**src/tpg_pkg.sv**
```systemverilog
// Purpose: Shared constants and types of the tributary pointer generator
// Assumes: Classic Wishbone register access, 32-bit data
// Notes:   Offsets are byte addresses of aligned words
package tpg_pkg;
  // Register byte offsets
  localparam logic [7:0] TPG_REG_CTRL = 8'h00;
  localparam logic [7:0] TPG_REG_AIS  = 8'h04;
  localparam logic [7:0] TPG_REG_IDLE = 8'h08;
  localparam logic [7:0] TPG_REG_INV  = 8'h0c;
  localparam logic [7:0] TPG_REG_STAT = 8'h10;
  // Control field positions
  localparam int CTRL_NARROW = 0;
  localparam int CTRL_NOLOP  = 1;
  localparam int CTRL_IDLE1  = 2;
  localparam int CTRL_SS_LO  = 4;
  localparam logic [5:0] CTRL_RESET = 6'h00;
  // Tributary count and RAM depth
  localparam int NTRIB = 28;
  // Fill figures of the 16-byte FIFO
  localparam logic [4:0] FIFO_MID  = 5'h08;
  localparam logic [4:0] BAND_WIDE = 5'h02;
  localparam logic [4:0] BAND_NARR = 5'h01;
  // Frames that must pass after a pointer action
  localparam logic [2:0] AGE_MIN = 3'h3;
  localparam logic [2:0] AGE_MAX = 3'h4;
  // Pointer coding
  localparam logic [3:0] NDF_ON   = 4'h9;
  localparam logic [3:0] NDF_OFF  = 4'h6;
  localparam logic [9:0] I_MASK   = 10'h2aa;
  localparam logic [9:0] D_MASK   = 10'h155;
  localparam logic [5:0] H4_TOP   = 6'h3f;
  localparam logic [7:0] STUFF_BY = 8'h00;
  // Last phase of the three-cycle processing period
  localparam logic [1:0] PH_LAST = 2'h2;
  // Generator states, one-hot
  typedef enum logic [4:0] {
    ST_NORM = 5'b00001,
    ST_AIS  = 5'b00010,
    ST_NDF  = 5'b00100,
    ST_INC  = 5'b01000,
    ST_DEC  = 5'b10000
  } tpg_state_t;
  // Byte kinds named by the outgoing timing generator
  typedef enum logic [2:0] {
    K_NONE = 3'h0, K_H4 = 3'h1, K_V1 = 3'h2, K_V2 = 3'h3,
    K_V3 = 3'h4, K_V3N = 3'h5, K_PAY = 3'h6
  } tpg_kind_t;
  // Saved state vector of one tributary
  typedef struct packed {
    tpg_state_t  st;       // Generator state
    logic [9:0]  off;      // Active offset
    logic [9:0]  tag_pos;  // Position of last tagged byte
    logic [2:0]  age;      // Frames since last pointer action
    logic        disc;     // Pending offset discontinuity
  } tpg_rec_t;
  // One slot as presented by timing generator and neighbours
  typedef struct packed {
    tpg_kind_t   kind;
    logic [4:0]  trib;
    logic [9:0]  pos;      // Payload byte position in envelope
    logic [7:0]  data;     // FIFO head byte
    logic        tag;      // FIFO head carries the V5/J1 mark
    logic [4:0]  fill;     // FIFO fill level
    logic        spill;    // FIFO overflow or underflow
    logic        in_ndf;   // Enabled NDF seen on incoming side
    logic        pi_alarm; // Interpreter in AIS
    logic        interpreter_lost_pointer;   // Interpreter lost pointer
    logic        interpreter_in_normal;  // Interpreter in normal
    logic [1:0]  mf;       // Multiframe phase for H4
  } tpg_slot_t;
endpackage : tpg_pkg
```
**src/tpg_core.sv**
```systemverilog
// Purpose: Time-sliced outgoing tributary pointer generator
// Assumes: Slot inputs held by the timing generator in phase 0
// Notes:   One slot takes three clocks: fetch, compute, write back
`timescale 1ns/100ps
module tpg_core
  import tpg_pkg::*;
(
  // Clock and reset
  input  wire logic        clk,
  input  wire logic        reset_n,
  // Wishbone slave
  input  wire logic        wb_cyc_i,
  input  wire logic        wb_stb_i,
  input  wire logic        wb_we_i,
  input  wire logic [7:0]  wb_adr_i,
  input  wire logic [3:0]  wb_sel_i,
  input  wire logic [31:0] wb_dat_i,
  output logic      [31:0] wb_dat_o,
  output logic             wb_ack_o,
  // Slot inputs
  input  wire tpg_slot_t   slot_i,
  input  wire logic        slot_valid,
  input  wire logic [1:0]  outgoing_multiframe_input,
  // Slot outputs
  output logic      [1:0]  phase_o,
  output logic      [7:0]  out_byte,
  output logic             out_valid,
  output logic             out_v5_mark,
  output logic             out_spe_mark,
  output logic             fifo_pop,
  output logic      [4:0]  pop_trib,
  output logic             offset_discontinuity
);
  // Registers
  logic [5:0]       ctrl_q;   // Band, lop option, idle, ss
  logic [27:0]      ais_q;    // Forced AIS mask
  logic [27:0]      idle_q;   // Forced idle mask
  logic [27:0]      inv_q;    // Forced inverted flag mask
  logic [19:0]      stat_q;   // Last trib, state, offset
  logic             ack_q;
  logic [31:0]      rdat_q;
  // Slot pipeline
  logic [1:0]       ph_q;
  logic             busy_q;   // Slot fetched in phase 0
  tpg_slot_t        slot_q;
  tpg_rec_t         work_q;
  tpg_rec_t         nxt;
  tpg_rec_t         ram [NTRIB];  // State vector store
  tpg_kind_t        okind_q;  // Kind of last emitted byte
  logic [4:0]       ost_q;    // State used for last byte
  // Combinational slot results
  logic             alarm, frame, ok_age, lo_ev, hi_ev;
  logic [4:0]       band, lo_thr, hi_thr;
  logic [15:0]      ptr;
  logic [3:0]       ndf;
  logic [7:0]       byte_d, pay_byte;
  logic             pop_d, spe_d, ais_out;
  logic             bus_req;
  // Write merge honouring byte selects
  function automatic logic [31:0] merge(input logic [31:0] old, input logic [31:0] nw,
                                        input logic [3:0] sel);
    logic [31:0] r;
    r = old;
    for (int i = 0; i < 4; i++) begin
      if (sel[i]) r[8*i +: 8] = nw[8*i +: 8];
    end
    return r;
  endfunction : merge

  assign bus_req = wb_cyc_i && wb_stb_i && !ack_q;
  assign wb_ack_o = ack_q;
  assign wb_dat_o = rdat_q;
  assign phase_o = ph_q;

  // Bus answer one cycle after the request, dropped the next cycle
  always_ff @(posedge clk) begin
    if (!reset_n) begin
      ack_q  <= 1'b0;
      rdat_q <= 32'h0000_0000;
    end else begin
      ack_q  <= bus_req;
      rdat_q <= 32'h0000_0000;
      if (bus_req && !wb_we_i) begin
        unique case (wb_adr_i)
          TPG_REG_CTRL: rdat_q <= {26'h0, ctrl_q};
          TPG_REG_AIS:  rdat_q <= {4'h0, ais_q};
          TPG_REG_IDLE: rdat_q <= {4'h0, idle_q};
          TPG_REG_INV:  rdat_q <= {4'h0, inv_q};
          TPG_REG_STAT: rdat_q <= {12'h0, stat_q};
          default:      rdat_q <= 32'h0000_0000;  // Unmapped reads zero
        endcase
      end
    end
  end

  // Register writes take effect with the ack edge
  // Merged word is cut to the field width on purpose
  always_ff @(posedge clk) begin
    if (!reset_n) begin
      ctrl_q <= CTRL_RESET;
      ais_q  <= 28'h0;
      idle_q <= 28'h0;
      inv_q  <= 28'h0;
    end else if (bus_req && wb_we_i) begin
      unique case (wb_adr_i)
        TPG_REG_CTRL: ctrl_q <= 6'(merge({26'h0, ctrl_q}, wb_dat_i, wb_sel_i));
        TPG_REG_AIS:  ais_q  <= 28'(merge({4'h0, ais_q}, wb_dat_i, wb_sel_i));
        TPG_REG_IDLE: idle_q <= 28'(merge({4'h0, idle_q}, wb_dat_i, wb_sel_i));
        TPG_REG_INV:  inv_q  <= 28'(merge({4'h0, inv_q}, wb_dat_i, wb_sel_i));
        default: ;  // Writes elsewhere ignored
      endcase
    end
  end

  // Phase counter splits each slot into fetch, compute, write back
  always_ff @(posedge clk) begin
    if (!reset_n) ph_q <= 2'h0;
    else if (ph_q == PH_LAST) ph_q <= 2'h0;
    else ph_q <= ph_q + 2'h1;
  end

  // Thresholds sit symmetric about the midpoint of the FIFO
  assign band   = ctrl_q[CTRL_NARROW] ? BAND_NARR : BAND_WIDE;
  assign lo_thr = FIFO_MID - band;
  assign hi_thr = FIFO_MID + band;
  // Lost pointer may be kept from forcing the alarm state
  assign alarm  = slot_q.pi_alarm || (slot_q.interpreter_lost_pointer && !ctrl_q[CTRL_NOLOP]);
  assign frame  = slot_q.kind == K_V1;
  assign ok_age = work_q.age > AGE_MIN;
  assign lo_ev  = (slot_q.fill < lo_thr) && ok_age;
  assign hi_ev  = (slot_q.fill > hi_thr) && ok_age;

  // Next state vector of the tributary in hand
  always_comb begin
    nxt = work_q;
    // Discontinuity: a new event wins over the clear
    if (slot_q.in_ndf || slot_q.spill) nxt.disc = 1'b1;
    if (frame && work_q.age < AGE_MAX) nxt.age = work_q.age + 3'h1;
    if (frame) begin
      unique case (work_q.st)
        ST_NORM: begin
          if (alarm) nxt.st = ST_AIS;
          else if (work_q.disc) begin
            // Incoming NDF and buffer spill events, taken once per frame
            nxt.st = ST_NDF;
            nxt.off = work_q.tag_pos;
            nxt.disc = slot_q.in_ndf || slot_q.spill;
          end else if (hi_ev) nxt.st = ST_DEC;
          else if (lo_ev) nxt.st = ST_INC;
        end
        ST_AIS: begin
          // Leave alarm only once the interpreter is normal again
          if (!alarm && slot_q.interpreter_in_normal) begin
            nxt.st = ST_NDF;
            nxt.off = work_q.tag_pos;
            nxt.disc = slot_q.in_ndf || slot_q.spill;
          end
        end
        ST_NDF, ST_INC, ST_DEC: begin
          if (alarm) nxt.st = ST_AIS;
        end
      endcase
    end
    // Action states close after the byte after H3
    if (slot_q.kind == K_V3N) begin
      unique case (work_q.st)
        ST_INC: begin
          nxt.off = work_q.off + 10'h001;
          nxt.st = ST_NORM;
          nxt.age = 3'h0;
        end
        ST_DEC: begin
          nxt.off = work_q.off - 10'h001;
          nxt.st = ST_NORM;
          nxt.age = 3'h0;
        end
        ST_NDF: begin
          nxt.st = ST_NORM;
          nxt.age = 3'h0;
        end
        default: ;
      endcase
    end
    // Tag position sets where the next pointer will point
    if (pop_d && slot_q.tag) nxt.tag_pos = slot_q.pos;
  end

  // Pointer word and byte selection for the slot
  always_comb begin
    ndf = (nxt.st == ST_NDF) ? NDF_ON : NDF_OFF;
    if (inv_q[slot_q.trib]) ndf = ~ndf;
    ptr = {ndf, ctrl_q[CTRL_SS_LO +: 2], nxt.off};
    if (nxt.st == ST_INC) ptr[9:0] = nxt.off ^ I_MASK;
    if (nxt.st == ST_DEC) ptr[9:0] = nxt.off ^ D_MASK;
    // Interpreter AIS, forced AIS and the alarm state all fill ones
    ais_out = (nxt.st == ST_AIS) || ais_q[slot_q.trib] || slot_q.pi_alarm;
    pay_byte = slot_q.data;
    if (idle_q[slot_q.trib]) pay_byte = ctrl_q[CTRL_IDLE1] ? 8'hff : 8'h00;
    pop_d = 1'b0;
    spe_d = 1'b0;
    byte_d = 8'h00;
    unique case (slot_q.kind)
      K_H4: byte_d = {H4_TOP, slot_q.mf};
      K_V1: byte_d = ptr[15:8];
      K_V2: byte_d = ptr[7:0];
      K_V3: begin
        // Negative justification carries data in H3
        pop_d = (work_q.st == ST_DEC);
        spe_d = pop_d;
        byte_d = pop_d ? pay_byte : STUFF_BY;
      end
      K_V3N: begin
        // Positive justification stuffs this byte
        pop_d = (work_q.st != ST_INC);
        spe_d = pop_d;
        byte_d = pop_d ? pay_byte : STUFF_BY;
      end
      K_PAY: begin
        pop_d = 1'b1;
        spe_d = 1'b1;
        byte_d = pay_byte;
      end
      default: ;
    endcase
    if (ais_out && slot_q.kind != K_H4 && slot_q.kind != K_NONE) byte_d = 8'hff;
  end

  // Slot fetch, compute and write back
  always_ff @(posedge clk) begin
    if (!reset_n) begin
      busy_q <= 1'b0;
      slot_q <= '0;
      // Legal record so the state stays one-hot from the first edge
      work_q <= '{st: ST_NORM, off: 10'h000, tag_pos: 10'h000, age: 3'h0, disc: 1'b0};
      for (int i = 0; i < NTRIB; i++) begin
        ram[i] <= '{st: ST_NORM, off: 10'h000, tag_pos: 10'h000, age: 3'h0, disc: 1'b0};
      end
    end else begin
      unique case (ph_q)
        2'h0: begin
          busy_q <= slot_valid && slot_i.trib < NTRIB;
          slot_q <= slot_i;
          slot_q.mf <= outgoing_multiframe_input;
          // Withdrawn slots may carry any index; never read past the store
          if (slot_i.trib < NTRIB) work_q <= ram[slot_i.trib];
        end
        2'h1: if (busy_q) work_q <= nxt;
        default: if (busy_q) ram[slot_q.trib] <= work_q;
      endcase
    end
  end

  // Registered outputs, updated at the end of the compute phase
  always_ff @(posedge clk) begin
    if (!reset_n) begin
      out_byte <= 8'h00;
      out_valid <= 1'b0;
      out_v5_mark <= 1'b0;
      out_spe_mark <= 1'b0;
      fifo_pop <= 1'b0;
      pop_trib <= 5'h00;
      offset_discontinuity <= 1'b0;
      okind_q <= K_NONE;
      ost_q <= ST_NORM;
      stat_q <= 20'h00000;
    end else begin
      out_valid <= (ph_q == 2'h1) && busy_q;
      fifo_pop <= (ph_q == 2'h1) && busy_q && pop_d;
      offset_discontinuity <= (ph_q == 2'h1) && busy_q && (slot_q.in_ndf || slot_q.spill);
      if (ph_q == 2'h1 && busy_q) begin
        out_byte <= byte_d;
        out_v5_mark <= pop_d && slot_q.tag;
        out_spe_mark <= spe_d;
        pop_trib <= slot_q.trib;
        okind_q <= slot_q.kind;
        ost_q <= nxt.st;
        stat_q <= {slot_q.trib, nxt.st, nxt.off};
      end
    end
  end

  // Checks
  property p_h4;
    @(posedge clk) disable iff (!reset_n)
      out_valid && okind_q == K_H4 |-> out_byte[7:2] == H4_TOP;
  endproperty
  a_h4: assert property (p_h4) else $error("H4 top bits not ones");
  property p_onehot;
    @(posedge clk) disable iff (!reset_n) $onehot(work_q.st);
  endproperty
  a_onehot: assert property (p_onehot) else $error("State not one-hot");
  property p_inc;
    @(posedge clk) disable iff (!reset_n)
      ph_q == 2'h1 && busy_q && slot_q.kind == K_V3N && work_q.st == ST_INC
      |=> work_q.st == ST_NORM && work_q.off == $past(work_q.off) + 10'h001 ##0 !fifo_pop;
  endproperty
  a_inc: assert property (p_inc) else $error("Increment not completed");
  property p_dec;
    @(posedge clk) disable iff (!reset_n)
      ph_q == 2'h1 && busy_q && slot_q.kind == K_V3N && work_q.st == ST_DEC
      |=> work_q.st == ST_NORM && work_q.off == $past(work_q.off) - 10'h001;
  endproperty
  a_dec: assert property (p_dec) else $error("Decrement not completed");
  property p_dec_h3;
    @(posedge clk) disable iff (!reset_n)
      ph_q == 2'h1 && busy_q && slot_q.kind == K_V3 && work_q.st == ST_DEC |=> fifo_pop && out_spe_mark;
  endproperty
  a_dec_h3: assert property (p_dec_h3) else $error("H3 carried no data");
  property p_ais;
    @(posedge clk) disable iff (!reset_n)
      out_valid && okind_q != K_H4 && okind_q != K_NONE && ost_q == ST_AIS |-> out_byte == 8'hff;
  endproperty
  a_ais: assert property (p_ais) else $error("Alarm byte not all ones");
  property p_ndf;
    @(posedge clk) disable iff (!reset_n)
      out_valid && okind_q == K_V1 && out_byte != 8'hff
      |-> out_byte[7:4] == NDF_ON || out_byte[7:4] == NDF_OFF;
  endproperty
  a_ndf: assert property (p_ndf) else $error("Bad flag code");
  property p_age;
    @(posedge clk) disable iff (!reset_n)
      ph_q == 2'h1 && busy_q && work_q.st == ST_NORM && frame && !alarm && !work_q.disc
      && work_q.age <= AGE_MIN |=> work_q.st == ST_NORM;
  endproperty
  a_age: assert property (p_age) else $error("Justified too soon");
  property p_ack;
    @(posedge clk) disable iff (!reset_n) bus_req |=> wb_ack_o ##1 !wb_ack_o;
  endproperty
  a_ack: assert property (p_ack) else $error("Bus ack not single cycle");
  c_inc: cover property (@(posedge clk) disable iff (!reset_n) work_q.st == ST_INC);
  c_dec: cover property (@(posedge clk) disable iff (!reset_n) work_q.st == ST_DEC);
  c_ndf: cover property (@(posedge clk) disable iff (!reset_n) work_q.st == ST_NDF);
  c_ais: cover property (@(posedge clk) disable iff (!reset_n) work_q.st == ST_AIS);
endmodule : tpg_core

```
**config.mk**
```make
export PLATFORM = sky130hd
export DESIGN_NAME = tpg_core
export DESIGN_NICKNAME = d
export VERILOG_FILES = /design/src/tpg_pkg.sv /design/src/tpg_core.sv
export SDC_FILE = /design/constraint.sdc
export NUM_CORES = 2
export LEC_CHECK = 0
export ABC_AREA = 0
export ABC_CLOCK_PERIOD_IN_PS = 12900
export BUFFER_PORTS_ARGS = -buffer_cell sky130_fd_sc_hd__buf_2
export CORE_MARGIN = 4
export CORE_UTILIZATION = 40
export DETAILED_ROUTE_END_ITERATION = 10
export PLACE_DENSITY_LB_ADDON = 0.25
export RECOVER_POWER = 25
export SKIP_LAST_GASP = 1
export SYNTH_ARGS = -nofsm -noshare
export SYNTH_HDL_FRONTEND = slang
export SYNTH_SLANG_ARGS = --single-unit
```
**constraint.sdc**
```tcl
create_clock -name clk -period 12.9 [get_ports clk]
set_input_delay 2.58 -clock clk [delete_from_list [all_inputs] [get_ports clk]]
set_output_delay 2.58 -clock clk [all_outputs]
set_load 0.01 [all_outputs]
```
==> impl_metrics.json <==
{
  "cts_setup_buffers": 0,
  "setup_viol": 0,
  "p_leak_nw": 20.2,
  "start_kind": "input port",
  "syn_avg_cell_area_um2": 14.5,
  "synthCells": 3580,
  "crit_type": "input port to flip-flop",
  "synth.distinct_cells": 79,
  "hold_ws_ns": 0.457,
  "cts.htree.levels": 3,
  "powerDensity_nw_per_um2": 146,
  "area_growth_syn_to_layout_pct": 12.0,
  "antenna_found_initial": 9,
  "regArea_um2": 32300,
  "drc": 0,
  "synth_edf_count": 928,
  "grt_pass1_vias": 30500,
  "critPathCaptureType": "flip-flop",
  "grt_start_max_net_pins": 84,
  "cp.required_ns": 13.37,
  "post-route-min-period_ns": 8.75,
  "slew_headroom_pct": -259,
  "syn_area_um2": 51800,
  "antenna_left": 0,
  "place.gp.congestion": 0.822,
  "ir_drop_v": 0.000136,
  "layout.nets": 3699,
  "hold_path.class": "flip-flop to flip-flop",
  "clk_latency_ns": 0.71,
  "start_util_pct": 40.4,
  "synth_top_flop_cell": "edfxtp_1",
  "fin_ws_ns": 4.15,
  "dieArea_um2": 135000,
  "drv_cap": 33,
  "drt-total-wl_um": 150000,
  "vias": 30200,
  "synth_top_cell_area_share_pct": 53.8,
  "synthTopCellsByArea": "edfxtp_1 54%, mux4_2 14%, dfxtp_1 8.6%",
  "multi_input_area_um2": 18500,
  "status": "finished with violations",
  "boundaryPins": 144,
  "globalRoute.totalOverflow": 0,
  "tightestPinTransition_ns": 5.38,
  "crit_arrival_ns": 9.22,
  "finalHoldViolations": 0,
  "synth_area_leader_cell": "edfxtp_1",
  "synth_warnings": 0,
  "portBuffers": 133,
  "viasPerCell": 5.58,
  "power_mw": 8.49,
  "drv_slew": 1108,
  "min_path_cells": 2,
  "synth_seq_cells": 1151,
  "finClkSkew_ns": 0.0326,
  "die-height_um": 368,
  "core-area_um2": 128000,
  "grt_first_pass_wirelength_um": 217000,
  "postSynth.asyncResetShare_pct": 0,
  "numCtsBuffers": 118,
  "grt_use_total_pct": 21.9,
  "fin_setup_tns_ns": 0,
  "cts_root_buffer": "clkbuf_16",
  "drtIter0Drc": 3481,
  "cts_sinks": 1151,
  "die_w_um": 368,
  "clk_pin_slew_ns": 0.06,
  "cts_tree": "built",
  "rsz0062_at_grt": "no",
  "yosysMostFrequentCell": "edfxtp_1",
  "dp_hpwl_um": 88000,
  "post_cts_resized": 0,
  "ys_seq_area_share_pct": 62.4,
  "cts_buffer_depth": 3,
  "dr.pass1.iters": 7,
  "cts_hold_buffers": 0,
  "worstPathMaxFanout": 51,
  "fp-row-count": 131,
  "reg2reg_depth": 8,
  "routedWlPerCell_um": 27.7,
  "drive_above_1_share_pct": 19.1,
  "pre_cts_ws_ns": 5.86,
  "failed_checks": "capacitance limit, slew limit",
  "fillCellCount": 11400,
  "period_share_pct": 67.8,
  "yosys-top-cells-count": "928 x edfxtp_1, 704 x and2_1, 311 x mux4_2, 280 x nor2_1, 278 x clkbuf_1",
  "max_freq_mhz": 114
}
## power by group
part / total (mW) / leakage (nW) / internal, mW / switching (mW)
registers: 4.21 / 11.2 / 4.14 / 0.0711
clock network: 3.37 / 1.83 / 1.92 / 1.45
logic: 0.916 / 7.17 / 0.296 / 0.620
## stage by stage
stage,utilization [%],area [µm²],instances
2_1_floorplan,-,51900,3583
3_3_place_gp,42.7,54700,5201
3_5_place_dp,42.7,54700,5201
4_1_cts,45.6,58400,5412
5_1_grt,45.3,58100,5415
6_report,45.3,58100,5419
## layer usage
metal,vias up,wire length (µm),global-route usage (%)
met4,0,5580,7.92
met1,15600,60900,29.4
met3,255,11000,4.01
met5,-,0,0
met2,1115,72900,35.9
li1,13300,-,-
## cells by family after synthesis
group	synth area share (%)
adders and majority gates	0.401
and+or+nand+nor	13.5
DFF	62.4
buffers and inverters	2.67
muxes	17.6
other	0.00723
AOI/OAI and AO/OA	3.08
xor gates and xnor gates	0.372
## critical path: stages
cell      delay [ns]
clkbuf_1        3.69
buf_4           0.94
and3_1          0.30
a22o_1          0.90
a21oi_1         0.09
buf_4           0.30
mux2i_1         0.19
nor2_1          0.06
## flip-flops by register name (all words and copies together) (netlist names), 2 cells and up
register and cells:
ais_q 28, ctrl_q 6, idle_q 28, inv_q 28
out_byte 8, phase_o 2, pop_trib 5, ram 928
slot_q 39, stat_q 15, wb_dat_o 28, work_q 29
## final timing paths
path                                start                   endpoint  slack (ns)
setup / recovery               slot_i[33]    work_q[10]$_SDFFE_PN0P_        4.15
hold / removal    stat_q[11]$_SDFFE_PN0P_    stat_q[11]$_SDFFE_PN0P_        0.46
setup reg to reg    phase_o[1]$_SDFF_PP0_  ram[21][15]$_SDFFCE_PN0P_        5.95
hold reg to reg   stat_q[11]$_SDFFE_PN0P_    stat_q[11]$_SDFFE_PN0P_        0.46
## area by class of cell
| type | instances | area share (%) |
|---|---|---|
| Timing Repair Buffer | 225 | 2.09 |
| Tap cell | 1729 | 3.73 |
| Clock buffer | 160 | 5.57 |
| Clock inverter | 51 | 0.862 |
| Inverter | 16 | 0.112 |
| Antenna cell | 7 | 0.0302 |
| Sequential cell | 1151 | 55.7 |
| Multi-Input combinational cell | 2080 | 31.9 |
## cell usage in the layout, fill, tap and decap left out, types with 78 or more instances in the layout
cell type | synthesis | final
buf_2 | 22 | 78
nand2_1 | 90 | 90
edfxtp_1 | 928 | 928
nor2_1 | 280 | 254
and2_1 | 704 | 671
clkbuf_16 | 0 | 121
dfxtp_1 | 223 | 222
mux4_2 | 311 | 311
clkbuf_1 | 278 | 115
nor3_1 | 96 | 95
mux2i_1 | 191 | 191
Power figures use the tool's default switching activity.
